### src/hdl/ssc_pkg.sv
// Constants, offsets and types shared by the serial clock config files.
// Assumes a 32-bit APB master reaching registers at four times the index.
`default_nettype none

package ssc_pkg;

	// ****************************************
	// Register indexes; byte address is index times four.
	// ****************************************
	localparam logic [15:0] CFG_IDX  = 16'h1FB7;
	localparam logic [15:0] AUX_IDX  = 16'h1FB8;
	localparam logic [15:0] STAT_IDX = 16'h1FB9;
	localparam logic [15:0] CLR_IDX  = 16'h1FBA;
	localparam logic [15:0] EN_IDX   = 16'h1FBB;

	// ****************************************
	// Field positions and reset values.
	// ****************************************
	localparam int CFG_CLOCK_POLARITY_SELECT  = 0;
	localparam int CFG_CLOCK_PHASE_SELECT  = 1;
	localparam int CFG_PEND  = 2;
	localparam int CFG_IRQEN = 3;
	localparam int CFG_MODE  = 4;
	localparam int AUX_CLOCK_POLARITY_SELECT  = 0;
	localparam int AUX_CLOCK_PHASE_SELECT  = 1;
	localparam int AUX_HS    = 2;
	localparam int AUX_MST   = 3;
	localparam int AUX_START = 4;
	localparam int IRQ_CONT  = 0;
	localparam int IRQ_DONE  = 1;
	localparam logic [4:0] CFG_RST = 5'h00;
	localparam logic [3:0] AUX_RST = 4'h0;
	localparam logic [1:0] IRQ_RST = 2'h0;

	// ****************************************
	// Counts of cycles and edges.
	// ****************************************
	localparam int HALF_DIV_DEF = 4;
	localparam int EDGES_DEF    = 16;

	typedef enum logic [1:0] {
		SSC_STD   = 2'b00,
		SSC_DUP   = 2'b01,
		SSC_CHSEL = 2'b10,
		SSC_RSV   = 2'b11
	} ssc_mode_t;

	typedef enum logic [1:0] {
		SSC_IDLE = 2'b00,
		SSC_RUN  = 2'b01
	} ssc_state_t;

endpackage : ssc_pkg

`default_nettype wire

### src/hdl/ssc_edge_if.sv
// Interface between the register block and the clock edge engine.
// Assumes both ends run on the same pclk.
`timescale 1ns/1ps
`default_nettype none

interface ssc_edge_if;
	logic master_en;
	logic idle_level;
	logic shift_rise;
	logic sample_rise;
	logic start;
	logic link_clk;
	logic busy;
	logic done;
	logic sclk;
	logic shift_pulse;
	logic sample_pulse;

	modport engine (input master_en, idle_level, shift_rise, sample_rise,
		start, link_clk, output busy, done, sclk, shift_pulse, sample_pulse);
	modport ctrl (output master_en, idle_level, shift_rise, sample_rise,
		start, link_clk, input busy, done, sclk, shift_pulse, sample_pulse);
endinterface : ssc_edge_if

`default_nettype wire

### src/hdl/ssc_clk_edge.sv
// Serial clock generator and edge strobe engine for channel 1.
// Assumes link_clk is already synchronised to pclk.
`timescale 1ns/1ps
`default_nettype none

module ssc_clk_edge #(
	parameter int HALF_DIV = ssc_pkg::HALF_DIV_DEF,
	parameter int EDGES    = ssc_pkg::EDGES_DEF
) (
	input wire logic      pclk,
	input wire logic      presetn,
	ssc_edge_if.engine    e
);
	localparam int DW = $clog2(HALF_DIV + 1);

	ssc_pkg::ssc_state_t state_reg;
	logic [DW-1:0]       div_reg;
	logic [4:0]          edge_reg;
	logic                link_prev_reg;
	logic                tick;
	logic                last;
	logic                run;
	logic                edge_v;
	logic                edge_r;

	assign run    = (state_reg == ssc_pkg::SSC_RUN);
	assign tick   = run && (div_reg == DW'(HALF_DIV - 1));
	assign last   = (edge_reg == 5'(EDGES - 1));
	assign e.busy = run;

	always_ff @(posedge pclk or negedge presetn) begin
		if (!presetn) begin
			state_reg <= ssc_pkg::SSC_IDLE;
		end else begin
			case (state_reg)
				ssc_pkg::SSC_IDLE: begin
					if (e.start) begin
						state_reg <= ssc_pkg::SSC_RUN;
					end
				end
				ssc_pkg::SSC_RUN: begin
					if (tick && last) begin
						state_reg <= ssc_pkg::SSC_IDLE;
					end
				end
				default: begin
					state_reg <= ssc_pkg::SSC_IDLE;
				end
			endcase
		end
	end

	always_ff @(posedge pclk or negedge presetn) begin
		if (!presetn) begin
			div_reg  <= '0;
			edge_reg <= 5'h00;
		end else if (!run || tick) begin
			div_reg  <= '0;
			edge_reg <= run ? edge_reg + 5'h01 : 5'h00;
		end else begin
			div_reg  <= div_reg + DW'(1);
		end
	end

	// Idle level is held whenever no transfer runs.
	always_ff @(posedge pclk or negedge presetn) begin
		if (!presetn) begin
			e.sclk <= 1'b0;
		end else if (!run) begin
			e.sclk <= e.idle_level;
		end else if (tick) begin
			e.sclk <= ~e.sclk;
		end
	end

	always_comb begin
		if (e.master_en) begin
			edge_v = tick;
			edge_r = ~e.sclk;
		end else begin
			edge_v = e.link_clk ^ link_prev_reg;
			edge_r = e.link_clk;
		end
	end

	always_ff @(posedge pclk or negedge presetn) begin
		if (!presetn) begin
			link_prev_reg  <= 1'b0;
			e.shift_pulse  <= 1'b0;
			e.sample_pulse <= 1'b0;
			e.done         <= 1'b0;
		end else begin
			link_prev_reg  <= e.link_clk;
			e.shift_pulse  <= edge_v && (edge_r == e.shift_rise);
			e.sample_pulse <= edge_v && (edge_r == e.sample_rise);
			e.done         <= tick && last;
		end
	end

	idle_hold_a: assert property (@(posedge pclk) disable iff (!presetn)
		$past(!run) |-> e.sclk == $past(e.idle_level))
		else $error("Serial clock left idle level outside a transfer.");

	shift_edge_a: assert property (@(posedge pclk) disable iff (!presetn)
		e.shift_pulse && $past(e.master_en) |-> e.sclk == $past(e.shift_rise))
		else $error("Shift strobe on the wrong clock edge.");

endmodule : ssc_clk_edge

`default_nettype wire

### src/hdl/ssc_top.sv
// Channel 1 serial clock configuration, contention flag and APB registers.
// Assumes a 50 MHz pclk and pins that arrive asynchronous to it.
//
// Notes on behaviour
// - Config register holds mode, contention irq enable, phase, polarity; resets zero.
// - Mode bits 00 standard, 01 duplex, 10 channel-select half-duplex.
// - In channel-select master use, external select activation sets pending flag.
// - Pending flag only matters in channel-select master use, else ignored.
// - Irq enable set also raises channel 0 serial interrupt pending bit.
// - Transmit edge: 00 low fall, 01 high rise, 10 low rise, 11 high fall.
// - Receive edge: 00 low rise, 01 high fall, 10 low fall, 11 high rise.
// - Duplex and channel-select modes use channel 0 phase and polarity.
// - Handshaking transfers ignore channel 1 phase and polarity bits.
`timescale 1ns/1ps
`default_nettype none

module ssc_top #(
	parameter int HALF_DIV = ssc_pkg::HALF_DIV_DEF,
	parameter int EDGES    = ssc_pkg::EDGES_DEF
) (
	input  wire logic        pclk,
	input  wire logic        presetn,
	input  wire logic        psel,
	input  wire logic        penable,
	input  wire logic        pwrite,
	input  wire logic [15:0] paddr,
	input  wire logic [31:0] pwdata,
	output var  logic [31:0] prdata,
	output var  logic        pready,
	output var  logic        pslverr,
	input  wire logic        channel_select_pin_n,
	input  wire logic        serial_clock_ch1_in,
	output var  logic        serial_clock_ch1_out,
	output var  logic        serial_clock_ch1_oe,
	output var  logic        shift_strobe,
	output var  logic        sample_strobe,
	output var  logic        irq
);

	// ****************************************
	// Helpers.
	// ****************************************
	function automatic logic hit(input logic [15:0] a,
		input logic [15:0] idx);
		return a == {idx[13:0], 2'b00};
	endfunction : hit

	function automatic logic edge_rising(input logic clock_phase_select,
		input logic clock_polarity_select, input logic tx);
		return tx ? (clock_phase_select ^ clock_polarity_select) : ~(clock_phase_select ^ clock_polarity_select);
	endfunction : edge_rising

	ssc_edge_if e ();

	logic [1:0]  sync1_reg;
	logic [1:0]  sync2_reg;
	logic [1:0]  pins;
	logic        chs_prev_reg;
	logic        chs_fall;
	logic [4:0]  cfg_reg;
	logic        pend_reg;
	logic [3:0]  aux_reg;
	logic        start_reg;
	logic [1:0]  stat_reg;
	logic [1:0]  stat_next;
	logic [1:0]  en_reg;
	logic        irq_reg;
	logic        oe_reg;
	logic        pready_reg;
	logic        pslverr_reg;
	logic [31:0] prdata_reg;
	logic        setup;
	logic        wr;
	logic        mapped;
	logic        cfg_wr;
	logic        aux_wr;
	logic        cs_master;
	logic        pend_set;
	logic [1:0]  mode;
	logic        eff_clock_phase_select;
	logic        eff_clock_polarity_select;

	// ****************************************
	// Pin synchronisers.
	// ****************************************
	assign pins = {serial_clock_ch1_in, channel_select_pin_n};

	// The select pin rests high and the link clock low, as after reset.
	generate
		for (genvar i = 0; i < 2; i++) begin : g_sync
			always_ff @(posedge pclk or negedge presetn) begin
				if (!presetn) begin
					sync1_reg[i] <= (i == 0);
					sync2_reg[i] <= (i == 0);
				end else begin
					sync1_reg[i] <= pins[i];
					sync2_reg[i] <= sync1_reg[i];
				end
			end
		end
	endgenerate

	always_ff @(posedge pclk or negedge presetn) begin
		if (!presetn) begin
			chs_prev_reg <= 1'b1;
		end else begin
			chs_prev_reg <= sync2_reg[0];
		end
	end

	assign chs_fall = chs_prev_reg & ~sync2_reg[0];

	// ****************************************
	// APB decode.
	// ****************************************
	assign setup  = psel & ~penable;
	assign wr     = psel & penable & pready_reg & pwrite;
	assign mapped = hit(paddr, ssc_pkg::CFG_IDX)
		| hit(paddr, ssc_pkg::AUX_IDX)
		| hit(paddr, ssc_pkg::STAT_IDX)
		| hit(paddr, ssc_pkg::CLR_IDX)
		| hit(paddr, ssc_pkg::EN_IDX);
	assign cfg_wr = wr & hit(paddr, ssc_pkg::CFG_IDX);
	assign aux_wr = wr & hit(paddr, ssc_pkg::AUX_IDX);

	always_ff @(posedge pclk or negedge presetn) begin
		if (!presetn) begin
			pready_reg  <= 1'b0;
			pslverr_reg <= 1'b0;
		end else begin
			pready_reg  <= setup;
			pslverr_reg <= setup & ~mapped;
		end
	end

	always_ff @(posedge pclk or negedge presetn) begin
		if (!presetn) begin
			prdata_reg <= 32'h00000000;
		end else if (setup && !pwrite) begin
			prdata_reg <= 32'h00000000;
			if (hit(paddr, ssc_pkg::CFG_IDX)) begin
				prdata_reg[7:0] <= {2'b00, cfg_reg[4:2], pend_reg,
					cfg_reg[1:0]};
			end
			if (hit(paddr, ssc_pkg::AUX_IDX)) begin
				prdata_reg[4:0] <= {e.busy, aux_reg};
			end
			if (hit(paddr, ssc_pkg::STAT_IDX)) begin
				prdata_reg[1:0] <= stat_reg;
			end
			if (hit(paddr, ssc_pkg::EN_IDX)) begin
				prdata_reg[1:0] <= en_reg;
			end
		end
	end

	assign prdata  = prdata_reg;
	assign pready  = pready_reg;
	assign pslverr = pslverr_reg;

	// ****************************************
	// Configuration registers.
	// ****************************************
	always_ff @(posedge pclk or negedge presetn) begin
		if (!presetn) begin
			cfg_reg <= ssc_pkg::CFG_RST;
		end else if (cfg_wr) begin
			cfg_reg <= {pwdata[ssc_pkg::CFG_MODE+1 -: 3],
				pwdata[ssc_pkg::CFG_CLOCK_PHASE_SELECT -: 2]};
		end
	end

	assign mode = cfg_reg[4:3];

	always_ff @(posedge pclk or negedge presetn) begin
		if (!presetn) begin
			aux_reg   <= ssc_pkg::AUX_RST;
			start_reg <= 1'b0;
		end else begin
			start_reg <= aux_wr & pwdata[ssc_pkg::AUX_START]
				& pwdata[ssc_pkg::AUX_MST];
			if (aux_wr) begin
				aux_reg <= pwdata[3:0];
			end
		end
	end

	// ****************************************
	// Contention detection.
	// ****************************************
	assign cs_master = (mode == ssc_pkg::SSC_CHSEL)
		& aux_reg[ssc_pkg::AUX_MST];
	assign pend_set = cs_master & chs_fall;

	// Setting wins over a software write of zero in the same cycle.
	always_ff @(posedge pclk or negedge presetn) begin
		if (!presetn) begin
			pend_reg <= 1'b0;
		end else if (pend_set) begin
			pend_reg <= 1'b1;
		end else if (cfg_wr && !pwdata[ssc_pkg::CFG_PEND]) begin
			pend_reg <= 1'b0;
		end
	end

	// ****************************************
	// Interrupt status, enable and clear.
	// ****************************************
	always_comb begin
		stat_next = stat_reg;
		if (wr && hit(paddr, ssc_pkg::CLR_IDX)) begin
			stat_next = stat_reg & ~pwdata[1:0];
		end
		stat_next[ssc_pkg::IRQ_CONT] = stat_next[ssc_pkg::IRQ_CONT]
			| (pend_set & cfg_reg[2]);
		stat_next[ssc_pkg::IRQ_DONE] = stat_next[ssc_pkg::IRQ_DONE]
			| e.done;
	end

	always_ff @(posedge pclk or negedge presetn) begin
		if (!presetn) begin
			stat_reg <= ssc_pkg::IRQ_RST;
			en_reg   <= ssc_pkg::IRQ_RST;
			irq_reg  <= 1'b0;
		end else begin
			stat_reg <= stat_next;
			irq_reg  <= |(stat_reg & en_reg);
			if (wr && hit(paddr, ssc_pkg::EN_IDX)) begin
				en_reg <= pwdata[1:0];
			end
		end
	end

	assign irq = irq_reg;

	// ****************************************
	// Effective clock phase and polarity.
	// ****************************************
	always_comb begin
		if (mode == ssc_pkg::SSC_DUP || mode == ssc_pkg::SSC_CHSEL) begin
			eff_clock_phase_select = aux_reg[ssc_pkg::AUX_CLOCK_PHASE_SELECT];
			eff_clock_polarity_select = aux_reg[ssc_pkg::AUX_CLOCK_POLARITY_SELECT];
		end else if (aux_reg[ssc_pkg::AUX_HS]) begin
			eff_clock_phase_select = 1'b0;
			eff_clock_polarity_select = 1'b0;
		end else begin
			eff_clock_phase_select = cfg_reg[ssc_pkg::CFG_CLOCK_PHASE_SELECT];
			eff_clock_polarity_select = cfg_reg[ssc_pkg::CFG_CLOCK_POLARITY_SELECT];
		end
	end

	assign e.master_en   = aux_reg[ssc_pkg::AUX_MST];
	assign e.idle_level  = eff_clock_polarity_select;
	assign e.shift_rise  = edge_rising(eff_clock_phase_select, eff_clock_polarity_select, 1'b1);
	assign e.sample_rise = edge_rising(eff_clock_phase_select, eff_clock_polarity_select, 1'b0);
	assign e.start       = start_reg;
	assign e.link_clk    = sync2_reg[1];

	ssc_clk_edge #(
		.HALF_DIV (HALF_DIV),
		.EDGES    (EDGES)
	) u_edge (
		.pclk    (pclk),
		.presetn (presetn),
		.e       (e.engine)
	);

	always_ff @(posedge pclk or negedge presetn) begin
		if (!presetn) begin
			oe_reg <= 1'b0;
		end else begin
			oe_reg <= aux_reg[ssc_pkg::AUX_MST];
		end
	end

	assign serial_clock_ch1_oe  = oe_reg;
	assign serial_clock_ch1_out = e.sclk;
	assign shift_strobe         = e.shift_pulse;
	assign sample_strobe        = e.sample_pulse;

	// ****************************************
	// Assertions.
	// ****************************************
	cfg_read_a: assert property (@(posedge pclk) disable iff (!presetn)
		setup && !pwrite && hit(paddr, ssc_pkg::CFG_IDX) |=>
		prdata[7:6] == 2'b00 && prdata[5:4] == $past(mode))
		else $error("Config read returned wrong fields.");

	pend_set_a: assert property (@(posedge pclk) disable iff (!presetn)
		pend_set |=> pend_reg ##1 pend_reg || $past(cfg_wr))
		else $error("Contention flag not set or lost.");

	pend_ignore_a: assert property (@(posedge pclk) disable iff (!presetn)
		$rose(pend_reg) |-> $past(cs_master && chs_fall))
		else $error("Contention flag set outside channel-select master use.");

	irq_link_a: assert property (@(posedge pclk) disable iff (!presetn)
		pend_set && cfg_reg[2] |=> stat_reg[0] ##1 irq || !en_reg[0])
		else $error("Contention did not raise the channel 0 interrupt.");

	irq_quiet_a: assert property (@(posedge pclk) disable iff (!presetn)
		$rose(stat_reg[0]) |-> $past(pend_set && cfg_reg[2]))
		else $error("Channel 0 interrupt raised without enabled contention.");

	ch0_clock_a: assert property (@(posedge pclk) disable iff (!presetn)
		mode == ssc_pkg::SSC_DUP |-> e.idle_level == aux_reg[0]
		&& e.shift_rise == (aux_reg[1] ^ aux_reg[0]))
		else $error("Duplex mode did not follow channel 0 clock settings.");

	hs_ignore_a: assert property (@(posedge pclk) disable iff (!presetn)
		mode == ssc_pkg::SSC_STD && aux_reg[2] |-> !e.idle_level
		&& !e.shift_rise && e.sample_rise)
		else $error("Handshaking used channel 1 phase or polarity.");

	std_edge_a: assert property (@(posedge pclk) disable iff (!presetn)
		mode == ssc_pkg::SSC_STD && !aux_reg[2] |->
		e.sample_rise == (cfg_reg[1] == cfg_reg[0])
		&& e.sample_rise != e.shift_rise)
		else $error("Receive edge decode does not match phase and polarity.");

	cfg_write_a: assert property (
		@(posedge pclk) disable iff (!presetn)
		cfg_wr |=> mode == $past(pwdata[5:4])
		&& cfg_reg[2] == $past(pwdata[3])
		&& cfg_reg[1:0] == $past(pwdata[1:0]))
		else $error("Config write did not land in its fields.");

	pend_quiet_a: assert property (
		@(posedge pclk) disable iff (!presetn)
		chs_fall && !cs_master && !pend_reg |=> !pend_reg)
		else $error("Select activation set the flag in another operation.");

	chsel_clock_a: assert property (
		@(posedge pclk) disable iff (!presetn)
		mode == ssc_pkg::SSC_CHSEL |-> e.idle_level == aux_reg[0]
		&& e.sample_rise == (aux_reg[1] == aux_reg[0]))
		else $error("Channel-select mode ignored channel 0 clock settings.");

	std_shift_a: assert property (
		@(posedge pclk) disable iff (!presetn)
		mode == ssc_pkg::SSC_STD && !aux_reg[2] |->
		e.idle_level == cfg_reg[0]
		&& e.shift_rise == (cfg_reg[1] != cfg_reg[0]))
		else $error("Transmit edge or idle level does not match the config.");

endmodule : ssc_top

`default_nettype wire

### config.mk
export PLATFORM = sky130hd
export DESIGN_NAME = ssc_top
export DESIGN_NICKNAME = d
export VERILOG_FILES = /design/src/hdl/ssc_pkg.sv /design/src/hdl/ssc_edge_if.sv /design/src/hdl/ssc_clk_edge.sv /design/src/hdl/ssc_top.sv
export SDC_FILE = /design/constraint.sdc
export NUM_CORES = 1
export LEC_CHECK = 0
export CAP_MARGIN = 40
export CORE_MARGIN = 10
export CORE_UTILIZATION = 60
export CTS_CLUSTER_SIZE = 16
export DETAILED_ROUTE_END_ITERATION = 8
export DONT_BUFFER_PORTS = 1
export PLACE_DENSITY = 0.79
export SYNTH_ARGS = -nofsm -noshare
export SYNTH_HDL_FRONTEND = slang
export SYNTH_SLANG_ARGS = --single-unit
### constraint.sdc
create_clock -name pclk -period 2.7 [get_ports pclk]
set_clock_uncertainty 0.15 [all_clocks]
set_input_delay 0.54 -clock pclk [delete_from_list [all_inputs] [get_ports pclk]]
set_output_delay 0.54 -clock pclk [all_outputs]
set_load 0.01 [all_outputs]
# Word-level counts from Yosys, hierarchy flattened
# Cells that the tools add are included.
[word_totals]
register_bits = 47
in_bits = 55
out_inout_bits = 39
wordCells = 107
[classes]
n_addsub = 2
eq_ne = 15
n_mux = 20
bitwise = 29
reduce_logical = 17
[ops]
columns = ["cell", "count"]
rows = [
  ["16-bit by 15-bit equality test with 1-bit output (second input constant)", 5],
  ["1-bit bitwise AND", 13],
  ["1-bit 2-to-1 mux", 10],
  ["2-bit 2-to-1 mux", 5],
  ["5-bit 2-to-1 mux", 2],
  ["1-bit logical AND", 8],
  ["6-bit 2-to-1 mux", 1],
  ["1-bit OR", 6],
  ["5-bit by 1-bit adder with 5-bit output (second input constant)", 1],
  ["5-bit by 4-bit equality test with 1-bit output (second input constant)", 1],
  ["1-bit NOT", 5],
  ["2-bit bitwise AND", 2],
  ["2-bit by 1-bit equality test with 1-bit output (second input constant)", 2],
  ["2-bit by 1-bit != test with 1-bit output (second input constant)", 2],
  ["2-bit one-hot mux with 2 select lines", 1],
  ["3-bit by 1-bit adder with 3-bit output (second input constant)", 1],
  ["3-bit by 2-bit equality test with 1-bit output (second input constant)", 1],
  ["1-bit logical NOT", 3],
  ["3-bit 2-to-1 mux", 1],
  ["1-bit equality test", 2],
  ["2-bit equality test (second input constant)", 1],
  ["2-bit logical NOT", 1],
  ["1-bit logical OR", 2],
  ["2-bit != test (second input constant)", 1],
  ["other kinds (5)", 6],
]

# Logic depth before layout (Yosys ltp)
# Gate-level depths: netlist of run 1.
[depth]
ltp_word = 7
mapped_depth = 6
depth_no_buf = 5

# By module
# From an unflattened synthesis of run 1, not the netlist that was laid out.
[unflattened]
hier_cells = 191
hier_area_um2 = 2210.9
[by_module_without_submodules]
columns = ["mod", "n_inst", "cells_per_inst", "area_per_inst_um2", "seq_area_each_um2"]
rows = [
  ["ssc_top", 1, 135, 1559.0, 754.5],
  ["ssc_clk_edge", 1, 56, 651.9, 350.3],
]

# Worst setup path before layout of run 1
# No wires, ideal clock.
[synth_timing]
path_kind = "input to register"
start = "in paddr[3]"
end = "reg cfg_reg[0]"
setup_time_ns = 0.125
arrival_time_ns = 1.648
required_ns = 2.425
path_slack_ns = 0.778
stages = 6
n_path_buf = 2
path_cell_list = "buf_2 > and3b_1 > and2_1 > buf_2 > nand2_1 > mux2_2"
[synth_between]
elab_chain_cells = 2
[synth_lines]
columns = ["item", "line_no", "rtl"]
rows = [
  ["start, declared", "ssc_top.sv:26", "input wire logic [15:0] paddr,"],
  ["16-bit by 15-bit equality test with 1-bit output", "ssc_top.sv:45", "return a == {idx[13:0], 2'b00};"],
  ["1-bit bitwise AND", "ssc_top.sv:123", "assign cfg_wr = wr & hit(paddr, ssc_pkg::CFG_IDX);"],
  ["end signal, assigned", "ssc_top.sv:166", "cfg_reg <= ssc_pkg::CFG_RST;"],
  ["end signal, assigned", "ssc_top.sv:168", "cfg_reg <= {pwdata[ssc_pkg::CFG_MODE+1 -: 3],"],
  ["end, declared", "ssc_top.sv:60", "logic [4:0] cfg_reg;"],
]
# No other way between the ends.
# A chain may end at the register's enable or synchronous reset.

# Worst setup path in the final report of run 1
[layout_timing]
start = "reg pready_reg, in the netlist pready"
end = "reg en_reg[1]"
[layout_between]
elab_chain_cells = 3
[layout_lines]
columns = ["item", "line_no", "rtl"]
rows = [
  ["start, declared", "ssc_top.sv:69", "logic pready_reg;"],
  ["start signal, assigned", "ssc_top.sv:131", "pready_reg <= setup;"],
  ["1-bit bitwise AND (2 in a row)", "ssc_top.sv:117", "assign wr = psel & penable & pready_reg & pwrite;"],
  ["1-bit logical AND", "ssc_top.sv:228", "if (wr && hit(paddr, ssc_pkg::EN_IDX)) begin"],
  ["end signal, assigned", "ssc_top.sv:223", "en_reg <= ssc_pkg::IRQ_RST;"],
  ["end signal, assigned", "ssc_top.sv:229", "en_reg <= pwdata[1:0];"],
  ["end, declared", "ssc_top.sv:66", "logic [1:0] en_reg;"],
]
# No other way between the ends.

==> results of run 1 <==
==> placed cells by master (no fill, tap or decap), types with 3 or more instances in the layout <==
cell,synthesis,final
inv_1,6,6
nor2_1,9,9
nand2_1,13,13
a22oi_1,3,3
clkbuf_8,0,6
nor2b_1,8,8
dfrtp_1,41,41
mux2i_1,5,5
ha_1,5,5
xnor2_1,4,4
o21ai_0,6,6
mux2_2,9,9
conb_1,1,26
nand4_1,5,5
a31oi_1,3,3
dfstp_2,3,3
and2_1,5,5
==> metal layers <==
metal / wire, um / up-vias
met5: 0 / -
met4: 84 / 0
li1: - / 616
met3: 403 / 9
met2: 2360 / 45
met1: 1510 / 653
==> cell type report <==
cell class                      count  area (sq um)
Fill cell                         279          1160
Sequential cell                    44          1100
Multi-Input combinational cell    135           941
Clock buffer                        6          82.6
Tap cell                           46          57.6
Clock inverter                      2          38.8
Timing Repair Buffer                2          30.0
Inverter                            6          22.5
==> through the flow <==
step	std cells	power (mW)	setup WS [ns]	hold slack (ns)	instance area [sq um]
4_1_cts	241	1.27	0.874	0.0738	2280
3_3_place_gp	231	0.728	0.666	0.0957	2130
5_1_grt	241	1.31	0.742	0.0628	2280
6_report	241	1.26	0.832	0.0844	2280
2_1_floorplan	217	0.756	0.778	0.0944	2290
3_5_place_dp	231	0.729	0.642	0.0958	2130
==> where the power goes <==
group / switching [mW] / leakage [nW] / internal [mW]
sequential: 0.00620 / 0.593 / 0.668
clock: 0.223 / 0.0614 / 0.302
combinational: 0.0426 / 0.480 / 0.0179
total: 0.272 / 1.14 / 0.989
==> synthesized netlist by cell type, drive strengths merged (4+ instances only) <==
cell / count
nor2b: 8
nor2: 9
nand2: 13
nand4: 5
xnor2: 4
dfrtp: 41
inv: 6
mux2: 11
and2: 5
o21ai: 6
ha: 5
mux2i: 5
buf: 29
==> how the worst max path moves through the flow <==
stage,end,from,slack [ns]
final,en_reg[1],pready,0.83
after global routing,en_reg[1],pready,0.74
after CTS,cfg_reg[1],pready,0.87
after detailed placement,cfg_reg[2],paddr[15],0.64
after global placement,cfg_reg[1],paddr[15],0.67
after floorplan,cfg_reg[0],paddr[3],0.78
==> cell families (layout without fill, tap and decap cells) <==
kind of cell / after synthesis / in the layout / share of synthesized area, %
flip-flops: 44 / 44 / 50.3
buffers and inverters: 38 / 16 / 11.1
XOR/XNOR: 6 / 6 / 3.02
AND/OR/NAND/NOR: 60 / 60 / 17.7
other: 1 / 26 / 0.171
multiplexers: 16 / 16 / 7.92
adder cells (fa/ha/maj): 5 / 5 / 2.85
AO/OA/AOI/OAI: 22 / 22 / 6.95
==> what timing repair did <==
action | CTS | global route
setup buffers | 0 | 0
hold endpoints to repair | 44 | 0
endpoints found under the setup margin | 0 | 0
hold buffers | 2 | 0
==> metrics.md, run 1 <==
| Metric | Value |
|---|---|
| Setup_tns | `0 ns` |
| Nets | `254` |
| Top Usage Layer GRT | `met2` |
| Routed Antenna Nets | `0` |
| Antenna diode count | `0` |
| Root Driver | `clkbuf_8` |
| Maximum fanout along the worst path | `5` |
| Seq cells post-synth | `44` |
| GRT Resource Usage Total | `13.5%` |
| DRC violations left | `0` |
| Post-synth EDFFs | `0` |
| Die area | `6480 sq um` |
| CTS tree | `built` |
| Synth top area share | `46.7%` |
| End point of the worst hold path | `sync1_reg[0]` |
| Largest net degree at the start of global routing | `45` |
| Via count | `1,323` |
| Die Wd | `80.5 um` |
| Synthesized area | `2200 sq um` |
| Met2 usage | `25.6%` |
| Max-slew violations | `0` |
| Core Footprint | `3440 sq um` |
| Clk slew on worst S/H paths | `0.08 ns` |
| Ys Warns | `0` |
| M3 GR Usage | `5.90%` |
| CP Launch Type | `flip-flop` |
| Reg2Reg Capture Point | `en_reg[1]` |
| Initial antenna violation count | `0` |
| PostCTS Resize Cnt | `0` |
| CTS Buf Count | `5` |
| FF-to-FF path depth | `4` |
| Crit path kind | `flip-flop to flip-flop` |
| Buffers & Inverters on Critical Path | `0` |
| Largest register FFs | `6` |
| CTS Buffer Depth | `2` |
| Syn Inst Count | `192` |
| Crit path DAT | `1.90 ns` |
| Min-Delay Path Class | `input port to flip-flop` |
| Source of the worst hold timing path | `channel_select_pin_n` |
| Mapped Avg Cell Area | `11.4 sq um` |
| Iteration-0 DRC Markers | `71` |
| Critical-path cell list | `nand4_1, nor4_4, nand4_1, mux2_1` |
| Final Setup Violations | `0` |
| Crit path largest cell delay | `0.41 ns` |
| Reg2reg setup slack | `0.83 ns` |
| WL/cell | `18.1 um` |
| Slowest CP cell | `dfrtp_1` |
| H-Tree Depth | `2` |
| Num rows | `21` |
| # clock sinks | `44` |
| Levels on crit path | `4` |
| Layout area overhead | `3.70%` |
| Number of global-route vias before repair | `1,462` |
| Global-route wire length before repair | `6.93 mm` |
| Drt pass-1 iters | `4` |
| Top_reg_cell synth | `dfrtp_1` |
| Tmin final | `1.87 ns` |
| Via/cell ratio | `5.49` |
| Layout cell share with drive strength beyond 1 | `13.3%` |
| Clk_lat worst skew | `0.30 ns` |
| Die H | `80.5 um` |
| Top cells by area, synth | `dfrtp_1 (47%), buf_4 (8.9%), mux2_2 (4.6%), dfstp_2 (3.6%), ha_1 (2.8%)` |
| Ys async rst share | `100%` |
| Final Routed Wirelength | `4.36 mm` |
| Grt total ovfl | `0` |
| Maximum VDD drop | `0.288 mV` |
| Met1 usage | `12.6%` |
| Status | `finished clean` |
| Seq/Total Area, Yosys | `50.3%` |
| Port buffer count | `0` |
| Cell repeated most along the worst path | `nand4_1` |
| LEAKAGE | `1.14 nW` |
| Fin. Hold Viols | `0` |
| Peak Freq | `0.535 GHz` |
| Worst path top cell family by delay | `simple AND/OR/NAND/NOR gates` |
| Critical path capture point type | `flip-flop` |
| Max_cap viols | `0` |
| WP data required | `2.73 ns` |
| RSZ-0062 raised after global routing | `no` |
| DP HPWL | `3.43 mm` |
| Yosys top cell by area | `dfrtp_1` |
| Power density over cell area | `554 nW/um^2` |
| Initial Util | `63.8%` |
| RD Place Congestion | `0.849` |
| # IOs | `94` |
| Synth cell types | `46` |
| Hold Crit Depth | `0` |
| R2R Path Start | `pready` |
| Period utilization | `69.2%` |
| Utilization after layout | `66.2%` |
Note: power is estimated with default switching activity, not from simulation.
==> inputs of run 2 (changes only) <==
==> constraint.sdc (replaced) <==
create_clock -name pclk -period 1.95 [get_ports pclk]
set_clock_uncertainty 0.15 [all_clocks]
set_input_delay 0.39 -clock pclk [delete_from_list [all_inputs] [get_ports pclk]]
set_output_delay 0.39 -clock pclk [all_outputs]
set_load 0.01 [all_outputs]
==> metrics.md, run 2 (synthesis results as in run 1) <==
| Metric | Value |
|---|---|
| H-Tree Depth | `2` |
| Slowest CP cell | `dfrtp_1` |
| Status | `finished clean` |
| Maximum fanout along the worst path | `3` |
| WP data required | `1.98 ns` |
| DRC violations left | `0` |
| Nets | `260` |
| LEAKAGE | `1.15 nW` |
| Crit path DAT | `1.82 ns` |
| CTS Buf Count | `5` |
| Drt pass-1 iters | `4` |
| End point of the worst hold path | `en_reg[0]` |
| Hold Crit Depth | `1` |
| Via count | `1,342` |
| Power density over cell area | `699 nW/um^2` |
| CTS tree | `built` |
| # clock sinks | `44` |
| WL/cell | `18.0 um` |
| Crit path kind | `flip-flop to flip-flop` |
| Grt total ovfl | `0` |
| Final Setup Violations | `0` |
| # IOs | `94` |
| Utilization after layout | `66.8%` |
| Via/cell ratio | `5.43` |
| Num rows | `21` |
| Max_cap viols | `0` |
| Routed Antenna Nets | `0` |
| GRT Resource Usage Total | `13.6%` |
| Number of global-route vias before repair | `1,414` |
| Global-route wire length before repair | `6.91 mm` |
| Port buffer count | `0` |
| Crit path largest cell delay | `0.38 ns` |
| Most common cell after layout, fill and taps aside | `dfrtp_1` |
| FF-to-FF path depth | `5` |
| Layout area overhead | `4.79%` |
| RSZ-0062 raised after global routing | `no` |
| Initial Util | `63.8%` |
| Clk slew on worst S/H paths | `0.08 ns` |
| Maximum VDD drop | `0.349 mV` |
| Most frequent cells in the layout | `dfrtp_1 (41), conb_1 (26), nand2_1 (13), nor2_1 (9), mux2_2 (9)` |
| Critical path capture point type | `flip-flop` |
| M3 GR Usage | `4.57%` |
| R2R Path Start | `cfg_reg[3]` |
| DP HPWL | `3.50 mm` |
| Setup_tns | `0 ns` |
| Clk_lat worst skew | `0.30 ns` |
| Die Wd | `80.5 um` |
| Top Usage Layer GRT | `met2` |
| Reg2reg setup slack | `0.16 ns` |
| Final Routed Wirelength | `4.44 mm` |
| Largest register FFs | `6` |
| Initial antenna violation count | `0` |
| Met1 usage | `13.0%` |
| Layout cell share with drive strength beyond 1 | `14.4%` |
| Source of the worst hold timing path | `pwdata[0]` |
| CP Launch Type | `flip-flop` |
| Min-Delay Path Class | `input port to flip-flop` |
| Root Driver | `clkbuf_8` |
| PostCTS Resize Cnt | `0` |
| Worst Setup SP | `cfg_reg[3]` |
| RD Place Congestion | `0.864` |
| FILL cells | `271` |
| CTS Buffer Depth | `2` |
| Antenna diode count | `0` |
| Die area | `6480 sq um` |
| Tmin final | `1.79 ns` |
| Met2 usage | `25.2%` |
| Peak Freq | `0.558 GHz` |
| Reg2Reg Capture Point | `u_edge.e.sample_pulse` |
| Fin. Hold Viols | `0` |
| Die H | `80.5 um` |
| Period utilization | `91.8%` |
| Largest net degree at the start of global routing | `45` |
| Core Footprint | `3440 sq um` |
| Iteration-0 DRC Markers | `84` |
| Critical-path cell list | `inv_1, ha_1, mux2i_1, xnor3_1, nor2b_1` |
| Max-slew violations | `0` |
run 2: cell types whose count changed in the layout (fill, tap and decap cells not counted), sizes merged:
cell         before  now
buf               1    4
bufinv            1    0
clkinv            1    2
dlygate4sd3       1    4
run 2: stage by stage:
step	hold WS (ns)	instances	worst slack [ns]	total power [mW]	instance area (sq um)
2_1_floorplan	-0.0556	217	0.178	1.05	2290
3_3_place_gp	-0.0543	234	0.145	1.01	2150
3_5_place_dp	-0.0542	234	0.136	1.01	2150
4_1_cts	0.0679	247	0.156	1.62	2300
5_1_grt	0.0706	247	0.120	1.67	2300
6_report	0.0730	247	0.159	1.61	2300
run 2: cell type report:
type / count / area (sq um) / area share (%)
Tap cell: 46 / 57.6 / 2.50
Clock buffer: 6 / 82.6 / 3.59
Timing Repair Buffer: 8 / 82.6 / 3.59
Sequential cell: 44 / 1100 / 48.0
Clock inverter: 2 / 10.0 / 0.435
Inverter: 6 / 22.5 / 0.979
Multi-Input combinational cell: 135 / 941 / 40.9
run 2: worst max path at each step:
| stage | to | slack (ns) | depth (start not counted) |
|---|---|---|---|
| 3_3_place_gp | cfg_reg[1] | 0.15 | 4 |
| 6_report | u_edge.e.sample_pulse | 0.16 | 5 |
| 4_1_cts | u_edge.e.sample_pulse | 0.16 | 5 |
| 3_5_place_dp | en_reg[0] | 0.14 | 4 |
| 5_1_grt | u_edge.e.sample_pulse | 0.12 | 5 |
| 2_1_floorplan | cfg_reg[0] | 0.18 | 6 |
run 2: critical path: cells and delay by family, from the launching register on:
kind                       cells  cell delay (ns)
xor gates and xnor gates       1             0.34
adders and majority gates      1             0.36
buffers and inverters          1             0.06
DFF                            1             0.38
muxes                          1             0.24
and+or+nand+nor                1             0.15
run 2: timing repair:
action	CTS	global route
hold endpoints to repair	47	0
hold buffers	5	0
setup buffers	0	0
run 2: layer usage:
metal / vias up / routed length [um]
li1: 627 / -
met1: 654 / 1510
met2: 50 / 2390
met3: 11 / 418
met4: 0 / 127
met5: - / 0
run 2: power breakdown:
group          internal (mW)  total, mW  switching (mW)
Sequential             0.926      0.934         0.00874
Clock                  0.283      0.585           0.303
Combinational         0.0294     0.0889          0.0595
Total                   1.24       1.61           0.371
